`src/design/power_down_pkg.sv`:
```
// constants for the processor power-down mode logic
// Functional notes
// - six-bit select field, bits 15 to 10 of control/status word; zero means none.
// - selected mode takes effect within nine clock cycles after the write.
// - code 001001 enters light sleep, woken only by an enabled interrupt.
// - code 010001 enters light sleep, woken by any interrupt.
// - wake by non-enabled interrupt resumes at sleep point, no service routine.
// - wake by enabled interrupt runs service routine, then resumes.
// - service routine runs only when global and nonmaskable enables are set.
// - code 011010 halts pll output, stopping the whole chip.
// - code 011100 stops pll input clock; deepest sleep.
// - both pll-stopping modes end only by device reset.
// - pll-stopping modes keep state and freeze functional outputs.
// - asynchronous or externally clocked peripherals may still toggle outputs.
// - reset after deepest sleep waits for pll relock as at power-up.
// - only reference clock input and third clock output are gated.
// - with pll bypassed both pll-stopping modes have no effect.
package power_down_pkg;
	localparam int          ADDR_W        = 4;
	localparam logic [3:0]  CSR_ADDR      = 4'h0;
	localparam logic [3:0]  PLL_CTRL_ADDR = 4'h4;
	localparam logic [3:0]  IRQ_ADDR      = 4'h8;
	localparam logic [3:0]  STAT_ADDR     = 4'hC;
	localparam int          SEL_LSB       = 10;
	localparam int          SEL_MSB       = 15;
	localparam int          GLOBAL_EN_BIT = 0;
	localparam int          NMI_EN_BIT    = 1;
	localparam int          ENGAGE_BIT    = 0;
	localparam logic [5:0]  SEL_NONE      = 6'h00;
	localparam logic [5:0]  SEL_LIGHT_EN  = 6'h09;
	localparam logic [5:0]  SEL_LIGHT_ANY = 6'h11;
	localparam logic [5:0]  SEL_PLL_OUT   = 6'h1A;
	localparam logic [5:0]  SEL_PLL_IN    = 6'h1C;
	localparam logic [3:0]  ENTRY_DELAY   = 4'h9;
	localparam logic [15:0] RELOCK_CYCLES = 16'h0100;
	localparam logic [31:0] CSR_RESET     = 32'h0000_0000;
	localparam logic [31:0] PLL_CTRL_RESET = 32'h0000_0000;
	localparam logic [31:0] UNMAPPED_READ = 32'h0000_0000;
	typedef enum logic [2:0] {
		ST_RUN, ST_ARM, ST_LIGHT, ST_SERVICE, ST_PLL_OUT, ST_PLL_IN, ST_RELOCK
	} state_t;
endpackage

```
`src/design/power_down_mode_logic.sv`:
```
// power-down mode controller with avalon-mm register slave
//
// The Avalon-MM interface to the registers and the register addresses were decided locally.
`timescale 1ns/1ps
module power_down_mode_logic #(
	parameter logic [15:0] RELOCK = power_down_pkg::RELOCK_CYCLES
) (
	// clock and reset
	input  wire logic        clock,
	input  wire logic        srst,
	// avalon-mm slave
	input  wire logic [3:0]  address,
	input  wire logic        read,
	input  wire logic        write,
	input  wire logic [31:0] writedata,
	input  wire logic [3:0]  byteenable,
	output logic      [31:0] readdata,
	output logic             waitrequest,
	// interrupt side
	input  wire logic        irqPending,
	input  wire logic        irqEnabled,
	output logic             serviceRequest,
	output logic             resumeAtSleep,
	// clock gating outputs
	output logic             cpuClockEnable,
	output logic             dmaClockEnable,
	output logic             pllOutputEnable,
	output logic             refClockGate,
	output logic             thirdClockGate,
	output logic             ioFreeze,
	output logic             pllLocked
);
	power_down_pkg::state_t stateQ, stateD;
	logic [31:0] csrQ;
	logic [31:0] pllQ;
	logic [3:0]  delayQ;
	logic [15:0] lockQ;
	logic [5:0]  pendSelQ;
	logic        readAckQ;
	logic [31:0] readdataQ;

	// decode
	wire        csrHit   = (address == power_down_pkg::CSR_ADDR);
	wire        pllHit   = (address == power_down_pkg::PLL_CTRL_ADDR);
	wire        irqHit   = (address == power_down_pkg::IRQ_ADDR);
	wire        statHit  = (address == power_down_pkg::STAT_ADDR);
	// writes stall while a pll-stopping mode is active, as the chip is frozen
	wire        frozen   = (stateQ == power_down_pkg::ST_PLL_OUT) ||
	                       (stateQ == power_down_pkg::ST_PLL_IN);
	wire        wrTake   = write && !frozen;
	wire [5:0]  newSel   = writedata[power_down_pkg::SEL_MSB:power_down_pkg::SEL_LSB];
	wire        selWrite = wrTake && csrHit && byteenable[1];
	wire        engaged  = pllQ[power_down_pkg::ENGAGE_BIT];
	wire        globalEn = csrQ[power_down_pkg::GLOBAL_EN_BIT];
	wire        nmiEn    = csrQ[power_down_pkg::NMI_EN_BIT];

	function automatic logic [31:0] mergeBytes(input logic [31:0] old,
	                                           input logic [31:0] data,
	                                           input logic [3:0]  be);
		logic [31:0] r;
		r = old;
		for (int i = 0; i < 4; i++) begin
			if (be[i]) begin
				r[i*8 +: 8] = data[i*8 +: 8];
			end
		end
		return r;
	endfunction

	// registers
	always_ff @(posedge clock) begin
		if (srst) begin
			csrQ <= power_down_pkg::CSR_RESET;
			pllQ <= power_down_pkg::PLL_CTRL_RESET;
		end else if (wrTake && csrHit) begin
			csrQ <= mergeBytes(csrQ, writedata, byteenable);
		end else if (wrTake && pllHit) begin
			pllQ <= mergeBytes(pllQ, writedata, byteenable);
		end
	end

	// read path: one wait cycle, answer on the second edge
	wire [31:0] statWord = {25'h000_0000, stateQ, engaged, pllLocked, frozen, 1'b0};
	wire [31:0] readMux  = csrHit  ? csrQ :
	                       pllHit  ? pllQ :
	                       irqHit  ? {30'h0000_0000, irqEnabled, irqPending} :
	                       statHit ? statWord : power_down_pkg::UNMAPPED_READ;
	always_ff @(posedge clock) begin
		if (srst) begin
			readAckQ  <= 1'b0;
			readdataQ <= 32'h0000_0000;
		end else begin
			readAckQ  <= read && !readAckQ;
			readdataQ <= readMux;
		end
	end
	assign readdata    = readdataQ;
	assign waitrequest = (read && !readAckQ) || (write && frozen);

	// state machine
	wire delayDone = (delayQ == 4'h1);
	always_comb begin
		stateD = stateQ;
		case (stateQ)
			power_down_pkg::ST_RUN: begin
				if (selWrite && newSel != power_down_pkg::SEL_NONE) begin
					stateD = power_down_pkg::ST_ARM;
				end
			end
			power_down_pkg::ST_ARM: begin
				if (delayDone) begin
					case (pendSelQ)
						power_down_pkg::SEL_LIGHT_EN,
						power_down_pkg::SEL_LIGHT_ANY: stateD = power_down_pkg::ST_LIGHT;
						power_down_pkg::SEL_PLL_OUT:
							stateD = engaged ? power_down_pkg::ST_PLL_OUT
							                 : power_down_pkg::ST_RUN;
						power_down_pkg::SEL_PLL_IN:
							stateD = engaged ? power_down_pkg::ST_PLL_IN
							                 : power_down_pkg::ST_RUN;
						default: stateD = power_down_pkg::ST_RUN;
					endcase
				end
			end
			power_down_pkg::ST_LIGHT: begin
				if (irqPending && irqEnabled) begin
					stateD = (globalEn && nmiEn) ? power_down_pkg::ST_SERVICE
					                       : power_down_pkg::ST_RUN;
				end else if (irqPending && pendSelQ == power_down_pkg::SEL_LIGHT_ANY) begin
					stateD = power_down_pkg::ST_RUN;
				end
			end
			power_down_pkg::ST_SERVICE: stateD = power_down_pkg::ST_RUN;
			// only srst leaves these two
			power_down_pkg::ST_PLL_OUT: stateD = stateQ;
			power_down_pkg::ST_PLL_IN:  stateD = stateQ;
			power_down_pkg::ST_RELOCK: begin
				if (lockQ == 16'h0000) begin
					stateD = power_down_pkg::ST_RUN;
				end
			end
			default: stateD = power_down_pkg::ST_RUN;
		endcase
	end

	// reset in pll-input stop or relock restarts relock; an unknown state comes up running
	always_ff @(posedge clock) begin
		if (srst) begin
			if (stateQ == power_down_pkg::ST_PLL_IN || stateQ == power_down_pkg::ST_RELOCK) begin
				stateQ <= power_down_pkg::ST_RELOCK;
			end else begin
				stateQ <= power_down_pkg::ST_RUN;
			end
			lockQ  <= RELOCK;
		end else begin
			stateQ <= stateD;
			if (stateQ == power_down_pkg::ST_RELOCK && lockQ != 16'h0000) begin
				lockQ <= lockQ - 16'h0001;
			end
		end
	end

	always_ff @(posedge clock) begin
		if (srst) begin
			delayQ   <= 4'h0;
			pendSelQ <= power_down_pkg::SEL_NONE;
		end else if (stateQ == power_down_pkg::ST_RUN && selWrite) begin
			delayQ   <= power_down_pkg::ENTRY_DELAY;
			pendSelQ <= newSel;
		end else if (stateQ == power_down_pkg::ST_ARM) begin
			delayQ <= delayQ - 4'h1;
		end
	end

	// outputs
	always_ff @(posedge clock) begin
		if (srst) begin
			serviceRequest <= 1'b0;
			resumeAtSleep  <= 1'b0;
		end else begin
			serviceRequest <= (stateD == power_down_pkg::ST_SERVICE);
			// resume follows the service pulse, never coincides with it
			resumeAtSleep  <= (stateD == power_down_pkg::ST_RUN &&
			                   (stateQ == power_down_pkg::ST_LIGHT ||
			                    stateQ == power_down_pkg::ST_SERVICE));
		end
	end

	wire lightOn = (stateQ == power_down_pkg::ST_LIGHT);
	wire outStop = (stateQ == power_down_pkg::ST_PLL_OUT);
	wire inStop  = (stateQ == power_down_pkg::ST_PLL_IN);
	assign cpuClockEnable  = !(lightOn || frozen || stateQ == power_down_pkg::ST_RELOCK);
	assign dmaClockEnable  = !(frozen || stateQ == power_down_pkg::ST_RELOCK);
	assign pllOutputEnable = !(outStop || inStop);
	// other external clocks are never touched here
	assign refClockGate    = inStop;
	assign thirdClockGate  = frozen;
	// async peripherals outside this block may still toggle while frozen
	assign ioFreeze        = frozen;
	assign pllLocked       = !inStop && stateQ != power_down_pkg::ST_RELOCK;
endmodule

```
`config.mk`:
```
export PLATFORM = sky130hd
export DESIGN_NAME = power_down_mode_logic
export DESIGN_NICKNAME = d
export VERILOG_FILES = /design/src/design/power_down_pkg.sv /design/src/design/power_down_mode_logic.sv
export SDC_FILE = /design/constraint.sdc
export NUM_CORES = 1
export LEC_CHECK = 0
export ABC_AREA = 0
export BUFFER_PORTS_ARGS = -buffer_cell sky130_fd_sc_hd__buf_2
export CAP_MARGIN = 20
export CORE_ASPECT_RATIO = 0.6
export CORE_UTILIZATION = 58
export CTS_BUF_LIST = sky130_fd_sc_hd__clkbuf_4
export CTS_CLUSTER_SIZE = 12
export DETAILED_ROUTE_END_ITERATION = 8
export GPL_ROUTABILITY_DRIVEN = 0
export HOLD_SLACK_MARGIN = 0.08
export PLACE_DENSITY = 0.81
export REMOVE_ABC_BUFFERS = 1
export SYNTH_ARGS = -nofsm -noshare
export SYNTH_HDL_FRONTEND = slang
export SYNTH_SLANG_ARGS = --single-unit
```
`constraint.sdc`:
```
create_clock -name clock -period 2.8 [get_ports clock]
set_clock_uncertainty 0.2 [all_clocks]
set_input_delay 0.28 -clock clock [delete_from_list [all_inputs] [get_ports clock]]
set_output_delay 0.28 -clock clock [all_outputs]
set_load 0.1 [all_outputs]
```
* After elaboration in Yosys (flattened, before gate mapping)
Index checks and enable logic that the tools add are counted.
** Operators by class
- Add/sub/neg operators :: 2
- Equality and inequality tests :: 16
- Mux-type cells :: 18
- Bitwise logic cells :: 1
- Reduce and logical (&&, ||, !) cells :: 44
** Operator list (count)
- two-way mux 32 bit :: 2
- two-way mux 3 bit :: 9
- == test 6 x 5 -> 1 bit, second input constant :: 3
- logical NOT 16 bit :: 1
- nonzero test 16 bit :: 1
- subtractor 16 x 1 -> 16 bit, second input constant :: 1
- case mux 3 bit (5 select lines) :: 1
- logical AND 1 bit :: 14
- two-way mux 7 bit :: 2
- AND reduction 3 bit :: 4
- == test 3 x 2 -> 1 bit, second input constant :: 3
- == test 3 bit, second input constant :: 3
- case mux 3 bit (3 select lines) :: 1
- == test 4 bit, second input constant :: 2
- two-way mux 4 bit :: 2
- AND reduction 2 bit :: 4
- logical OR 1 bit :: 7
- == test 6 x 4 -> 1 bit, second input constant :: 1
- logical NOT 3 bit :: 2
- nonzero test 6 bit :: 1
- OR reduction 2 bit :: 3
- logical NOT 1 bit :: 5
- == test 4 x 1 -> 1 bit, second input constant :: 1
- == test 4 x 3 -> 1 bit, second input constant :: 1
- other kinds (7) :: 7
** Storage, ports and cells
- Flip-flop bits (word level) :: 128
- Input bits :: 46
- Output and inout port bits :: 42

* Depth between registers and ports, before layout
- Word-level depth :: 11
- Depth in mapped cells :: 8

* Worst setup path before layout
No wires, ideal clock.
- Kind :: register -> register
- From :: register stateQ[2]
- To :: register pllQ[10]
- Library setup time :: 132 ps
- Data arrival time :: 3799 ps
- Required time :: 2468 ps
- Setup slack :: -1331 ps
- Stages on the path, launching flop included :: 8
- Path buffers :: 2
- Cells stage by stage :: dfxtp_1 -> nor2b_1 -> inv_1 -> and3_1 -> buf_2 -> buf_2 -> nand3_1 -> a21oi_1
** On the way
- Word-level cells in the longest chain between the ends :: 7
- Elaborated cells between the ends (all ways) :: 9
- Those cells by class :: eq/ne: 2; bitwise: 1; reduce/logical: 6
** Ends and longest elaborated chain
- start, declared :: line power_down_mode_logic.sv:33 : power_down_pkg::state_t stateQ, stateD;
- start signal, assigned :: line power_down_mode_logic.sv:150 : stateQ <= power_down_pkg::ST_RELOCK;
- start signal, assigned :: line power_down_mode_logic.sv:152 : stateQ <= power_down_pkg::ST_RUN;
- start signal, assigned :: line power_down_mode_logic.sv:156 : stateQ <= stateD;
- == test 3 bit, on equally long branches :: line power_down_mode_logic.sv:48, power_down_mode_logic.sv:49
- logical OR 1 bit * :: line power_down_mode_logic.sv:48 : wire frozen = (stateQ == power_down_pkg::ST_PLL_OUT) ||
- net ioFreeze :: line power_down_mode_logic.sv:30 : output logic ioFreeze,
- logical NOT 1 bit * :: line power_down_mode_logic.sv:50 : wire wrTake = write && !frozen;
- net pllOutputEnable :: line power_down_mode_logic.sv:27 : output logic pllOutputEnable,
- logical AND 1 bit * :: line power_down_mode_logic.sv:50
- logical AND 1 bit :: line power_down_mode_logic.sv:75 : end else if (wrTake && csrHit) begin
- NOT 1 bit (no line)
- AND reduction 3 bit (no line) *
- end signal, assigned :: line power_down_mode_logic.sv:74 : pllQ <= power_down_pkg::PLL_CTRL_RESET;
- end signal, assigned :: line power_down_mode_logic.sv:78 : pllQ <= mergeBytes(pllQ, writedata, byteenable);
- end, declared :: line power_down_mode_logic.sv:35 : logic [31:0] pllQ;
Mark *: on every way through the listed nets, which the timed path passes. The rest lies on a longest branch.
A chain may end at the register's enable or synchronous reset.

* Worst setup path in the final report
- From :: register lockQ[2]
- To :: register stateQ[1]
** On the way
- Word-level cells in the longest chain between the ends :: 4
** Ends and longest elaborated chain
- start, declared :: line power_down_mode_logic.sv:37 : logic [15:0] lockQ;
- start signal, assigned :: line power_down_mode_logic.sv:158 : lockQ <= lockQ - 16'h0001;
- logical NOT 16 bit :: line power_down_mode_logic.sv:138 : if (lockQ == 16'h0000) begin
- two-way mux 3 bit :: line power_down_mode_logic.sv:138
- case mux 3 bit (5 select lines) :: line power_down_mode_logic.sv:104 : case (stateQ)
- two-way mux 3 bit :: line power_down_mode_logic.sv:148 : if (srst) begin
Every way passes these cells.

==> PnR_summary.wiki <==
{| class="wikitable"
! Metric !! Value
|-
| Number of max-slew violations in the final report || 0
|-
| Time the final worst path needs with I/O delays and setup || about 2.6 ns
|-
| Cell at the root of the clock tree || sky130_fd_sc_hd__clkbuf_4
|-
| Hold Path Stages || 3
|-
| Final period utilization || 0.918
|-
| Top_reg_cell synth || sky130_fd_sc_hd__dfxtp_1
|-
| DPL Wire Length || about 8.5 mm
|-
| Synthesis-stage register bit count || between 100 and 150
|-
| Run status || complete, no violations
|-
| Synthesized area per cell || approximately 8.4 um2
|-
| Vias after detailed routing || between 5000 and 6000
|-
| Reg2Reg Capture Point || stateQ[1]$_DFF_P_
|-
| Final net count || 804
|-
| Residual overflow from global routing || 0
|-
| Worst Hold Endpoint || readdata[0]$_SDFF_PP0_
|-
| Placed cell count || 779
|-
| Tightest slew margin relative to the limit || 0.546
|-
| Final Instance Area || between 6000 and 7000 um2
|-
| Peak clock frequency supported by timing || 0.389 GHz
|-
| Number of antenna violations at the first check in global routing || 0
|-
| Post-synthesis async set-or-reset flop share || 0
|-
| Worst hold slack || a little under 0.1 ns
|-
| Hold Violations, Final || 0
|-
| Worst hold start || address[0]
|-
| Path type of the worst min-delay path || input pin to flop
|-
| Utilization after layout || 0.775
|-
| Number of global-route vias before repair || roughly 4700
|-
| CP Max Fanout || 14
|-
| Sum of negative setup slack || 0 ns
|-
| Yosys warning total || 0
|-
| Start-to-end type of the worst setup path || flop to flop
|-
| Number of DRC markers after the initial detailed-route iteration || a little under 500
|-
| TritonCTS buffer count || 17
|-
| Least-Margin Pin Slew || around 0.7 ns
|-
| Share of cells above drive strength 1 || 0.185
|-
| Post-synth EDFFs || 0
|-
| Post-route total power || around 4.0 mW
|-
| Area inside the core boundary || ~8600 um2
|-
| Largest net degree at the start of global routing || between 60 and 70
|-
| Clock input transition at the sequential cells of the worst setup and hold paths || 0.10 ns
|-
| Critical path startpoint category || flop
|-
| Number of cells produced by synthesis || a little over 600
|-
| Cell count of the worst reg-to-reg path || 5
|-
| Post-CTS setup repair buffer count || 0
|-
| Antenna diodes || 0
|-
| Setup slack after layout || between 0.2 and 0.25 ns
|-
| Global-route wire length before repair || between 20 and 25 mm
|-
| Std cell rows || 26
|-
| Count of buffers from port buffering || 87
|-
| CTS Buffer Depth || 2
|-
| Worst-case vdd ir drop || 0.281 mV
|-
| Placed inst area || 5610 um2
|-
| Setup repair after global routing missed its margin || no
|-
| Static leakage || 2.47 nW
|-
| Internal reg-to-reg setup slack || 0.23 ns
|-
| Die area || a little over 9000 um2
|-
| Data arrival at the endpoint of the critical path || 2.76 ns
|-
| Vertical die dimension || between 70 and 80 um
|-
| Area of the mapped netlist || around 5200 um2
|-
| Layout overhead on the synthesized area || 28.7%
|-
| Clock tree from TritonCTS || done
|-
| Sequential fraction of the synthesis area || 0.497
|-
| Clock network latency to the later pin of the worst-skew pair || roughly 0.54 ns
|-
| Capturing element type of the critical path || flop
|-
| Final Instance Count excl. Fillers || about 880
|-
| Starting density of the core || 0.602
|-
| Post-DR wirelength/cell || approximately 16 um
|-
| Deepest level of the CTS H-tree || 4
|-
| Via count normalized by instance count || 5.80
|-
| Wirelength, routed || 14.2 mm
|-
| TritonCTS sink count || around 130
|-
| Final setup viols || 0
|-
| Boundary pin count || a little under 90
|-
| Horizontal die dimension || around 120 um
|-
| 1st-pass router iterations || 5
|-
| Minimum setup slack after placement || between 0.2 and 0.25 ns
|-
| Total global routing track utilization || 0.318
|-
| Worst reg2reg startpoint || lockQ[2]$_SDFFE_PP0P_
|-
| Fillers || 586
|-
| Antenna violation net count after detailed routing || 0
|-
| Post-synthesis cell type count || 52
|-
| Maximum Capacitance Violations || 0
|-
| Required time at the endpoint of the critical path || 2.99 ns
|-
| Power density normalized to cell area || roughly 600 nW/um2
|-
| Number of remaining DRC errors || 0
|}
## power breakdown
part	internal [mW]	total (mW)	leakage, nW	switching [mW]
sequential	1.86	1.90	1.03	0.0387
clock	0.818	1.49	0.174	0.676
combinational	0.198	0.588	1.26	0.390
## timing repair
action | CTS | global route
gates resized for setup | 0 | 2
endpoints found under the setup margin | 0 | 10
endpoints found under the hold margin | 88 | 0
hold buffers | 68 | 0
## synth_stat cells, drive strengths merged (2+ instances only)
library cell	instances	area, um2
a22oi	26	195
nor4b	3	47.5
a21oi	79	395
nand4b	2	17.5
dfxtp	128	2560
inv	13	48.8
buf	15	80.1
nor4	9	86.3
clkbuf	30	133
nor3b	2	15.0
a32oi	2	17.5
nand2	97	364
xor2	16	140
o21ai	4	20.0
nor2	60	225
and3	2	12.5
or3	2	12.5
nand3	70	350
nor2b	2	12.5
a311oi	2	17.5
nor3	9	45.0
xnor2	4	35.0
ha	4	50.1
and2	4	25.0
or4	2	18.8
a31oi	5	31.3
nand4	7	65.1
## flip-flops by register name, summed over array words and instances, names as in the netlist
name and count:
pllQ 32, delayQ 4, serviceRequest 1, readAckQ 1
lockQ 16, stateQ 3, pendSelQ 6, csrQ 32
resumeAtSleep 1, readdata 32
## kinds of logic after synthesis
| family | after synthesis | synth area share |
|---|---|---|
| xor+xnor | 20 | 0.0340 |
| fa+ha+maj | 4 | 0.00971 |
| buf+inv | 59 | 0.0527 |
| simple gates | 279 | 0.265 |
| flops | 128 | 0.497 |
| mux | 1 | 0.00219 |
| compound gates | 123 | 0.139 |
## cell usage in the layout, fill, tap and decap left out, types with 3 or more instances in the layout
| cell type | synthesis | layout |
|---|---|---|
| sky130_fd_sc_hd__buf_2 | 10 | 86 |
| sky130_fd_sc_hd__nand2_1 | 97 | 97 |
| sky130_fd_sc_hd__inv_1 | 13 | 13 |
| sky130_fd_sc_hd__nand4_1 | 5 | 5 |
| sky130_fd_sc_hd__o21ai_0 | 4 | 4 |
| sky130_fd_sc_hd__dlygate4sd3_1 | 0 | 68 |
| sky130_fd_sc_hd__a31oi_1 | 5 | 5 |
| sky130_fd_sc_hd__nor2_1 | 60 | 60 |
| sky130_fd_sc_hd__bufinv_16 | 0 | 5 |
| sky130_fd_sc_hd__ha_1 | 4 | 4 |
| sky130_fd_sc_hd__clkbuf_4 | 0 | 20 |
| sky130_fd_sc_hd__clkinvlp_4 | 0 | 3 |
| sky130_fd_sc_hd__a22oi_1 | 26 | 26 |
| sky130_fd_sc_hd__buf_4 | 1 | 13 |
| sky130_fd_sc_hd__and2_1 | 4 | 4 |
| sky130_fd_sc_hd__nor4_1 | 7 | 7 |
| sky130_fd_sc_hd__xor2_1 | 16 | 16 |
| sky130_fd_sc_hd__dfxtp_1 | 128 | 128 |
| sky130_fd_sc_hd__xnor2_1 | 4 | 4 |
| sky130_fd_sc_hd__nand3_1 | 70 | 70 |
| sky130_fd_sc_hd__nor3_1 | 9 | 9 |
| sky130_fd_sc_hd__a21oi_1 | 79 | 79 |
## worst max-delay path, stage by stage (launching register included)
cell and delay (ns):
sky130_fd_sc_hd__dfxtp_1 0.38, sky130_fd_sc_hd__nor4_1 0.55, sky130_fd_sc_hd__nand4_1 0.59, sky130_fd_sc_hd__and2_1 0.44, sky130_fd_sc_hd__nor2_1 0.15, sky130_fd_sc_hd__a32oi_1 0.12
## worst max path at each step
| stage | from | end | slack [ns] | cells past startpoint |
|---|---|---|---|---|
| 4_1_cts | stateQ[2]$_DFF_P_ | csrQ[4]$_SDFFE_PP0P_ | 0.04 | 7 |
| 3_3_place_gp | address[3] | csrQ[30]$_SDFFE_PP0P_ | 0.32 | 6 |
| 2_1_floorplan | stateQ[2]$_DFF_P_ | pllQ[0]$_SDFFE_PP0P_ | -3.71 | 6 |
| 3_5_place_dp | address[2] | pllQ[17]$_SDFFE_PP0P_ | 0.21 | 6 |
| 5_1_grt | lockQ[2]$_SDFFE_PP0P_ | stateQ[2]$_DFF_P_ | 0.07 | 5 |
| 6_report | lockQ[2]$_SDFFE_PP0P_ | stateQ[1]$_DFF_P_ | 0.23 | 5 |
## routing by layer
metal,track usage,vias to the layer above,wire (um)
met5,0,-,0
met1,0.426,2372,6040
met4,0.170,0,329
li1,-,2404,-
met2,0.480,284,6570
met3,0.0750,40,1280
## cell type report
cell class                      instances  area (um2)  share of cell area
Sequential cell                       128        2560               0.386
Multi-Input combinational cell        427        2330               0.351
Timing Repair Buffer                  167        1210               0.182
Clock inverter                         12         190              0.0287
Clock buffer                           20         150              0.0226
Tap cell                              112         140              0.0211
Inverter                               13        48.8             0.00736
Note: power is estimated with default switching activity, not from simulation.
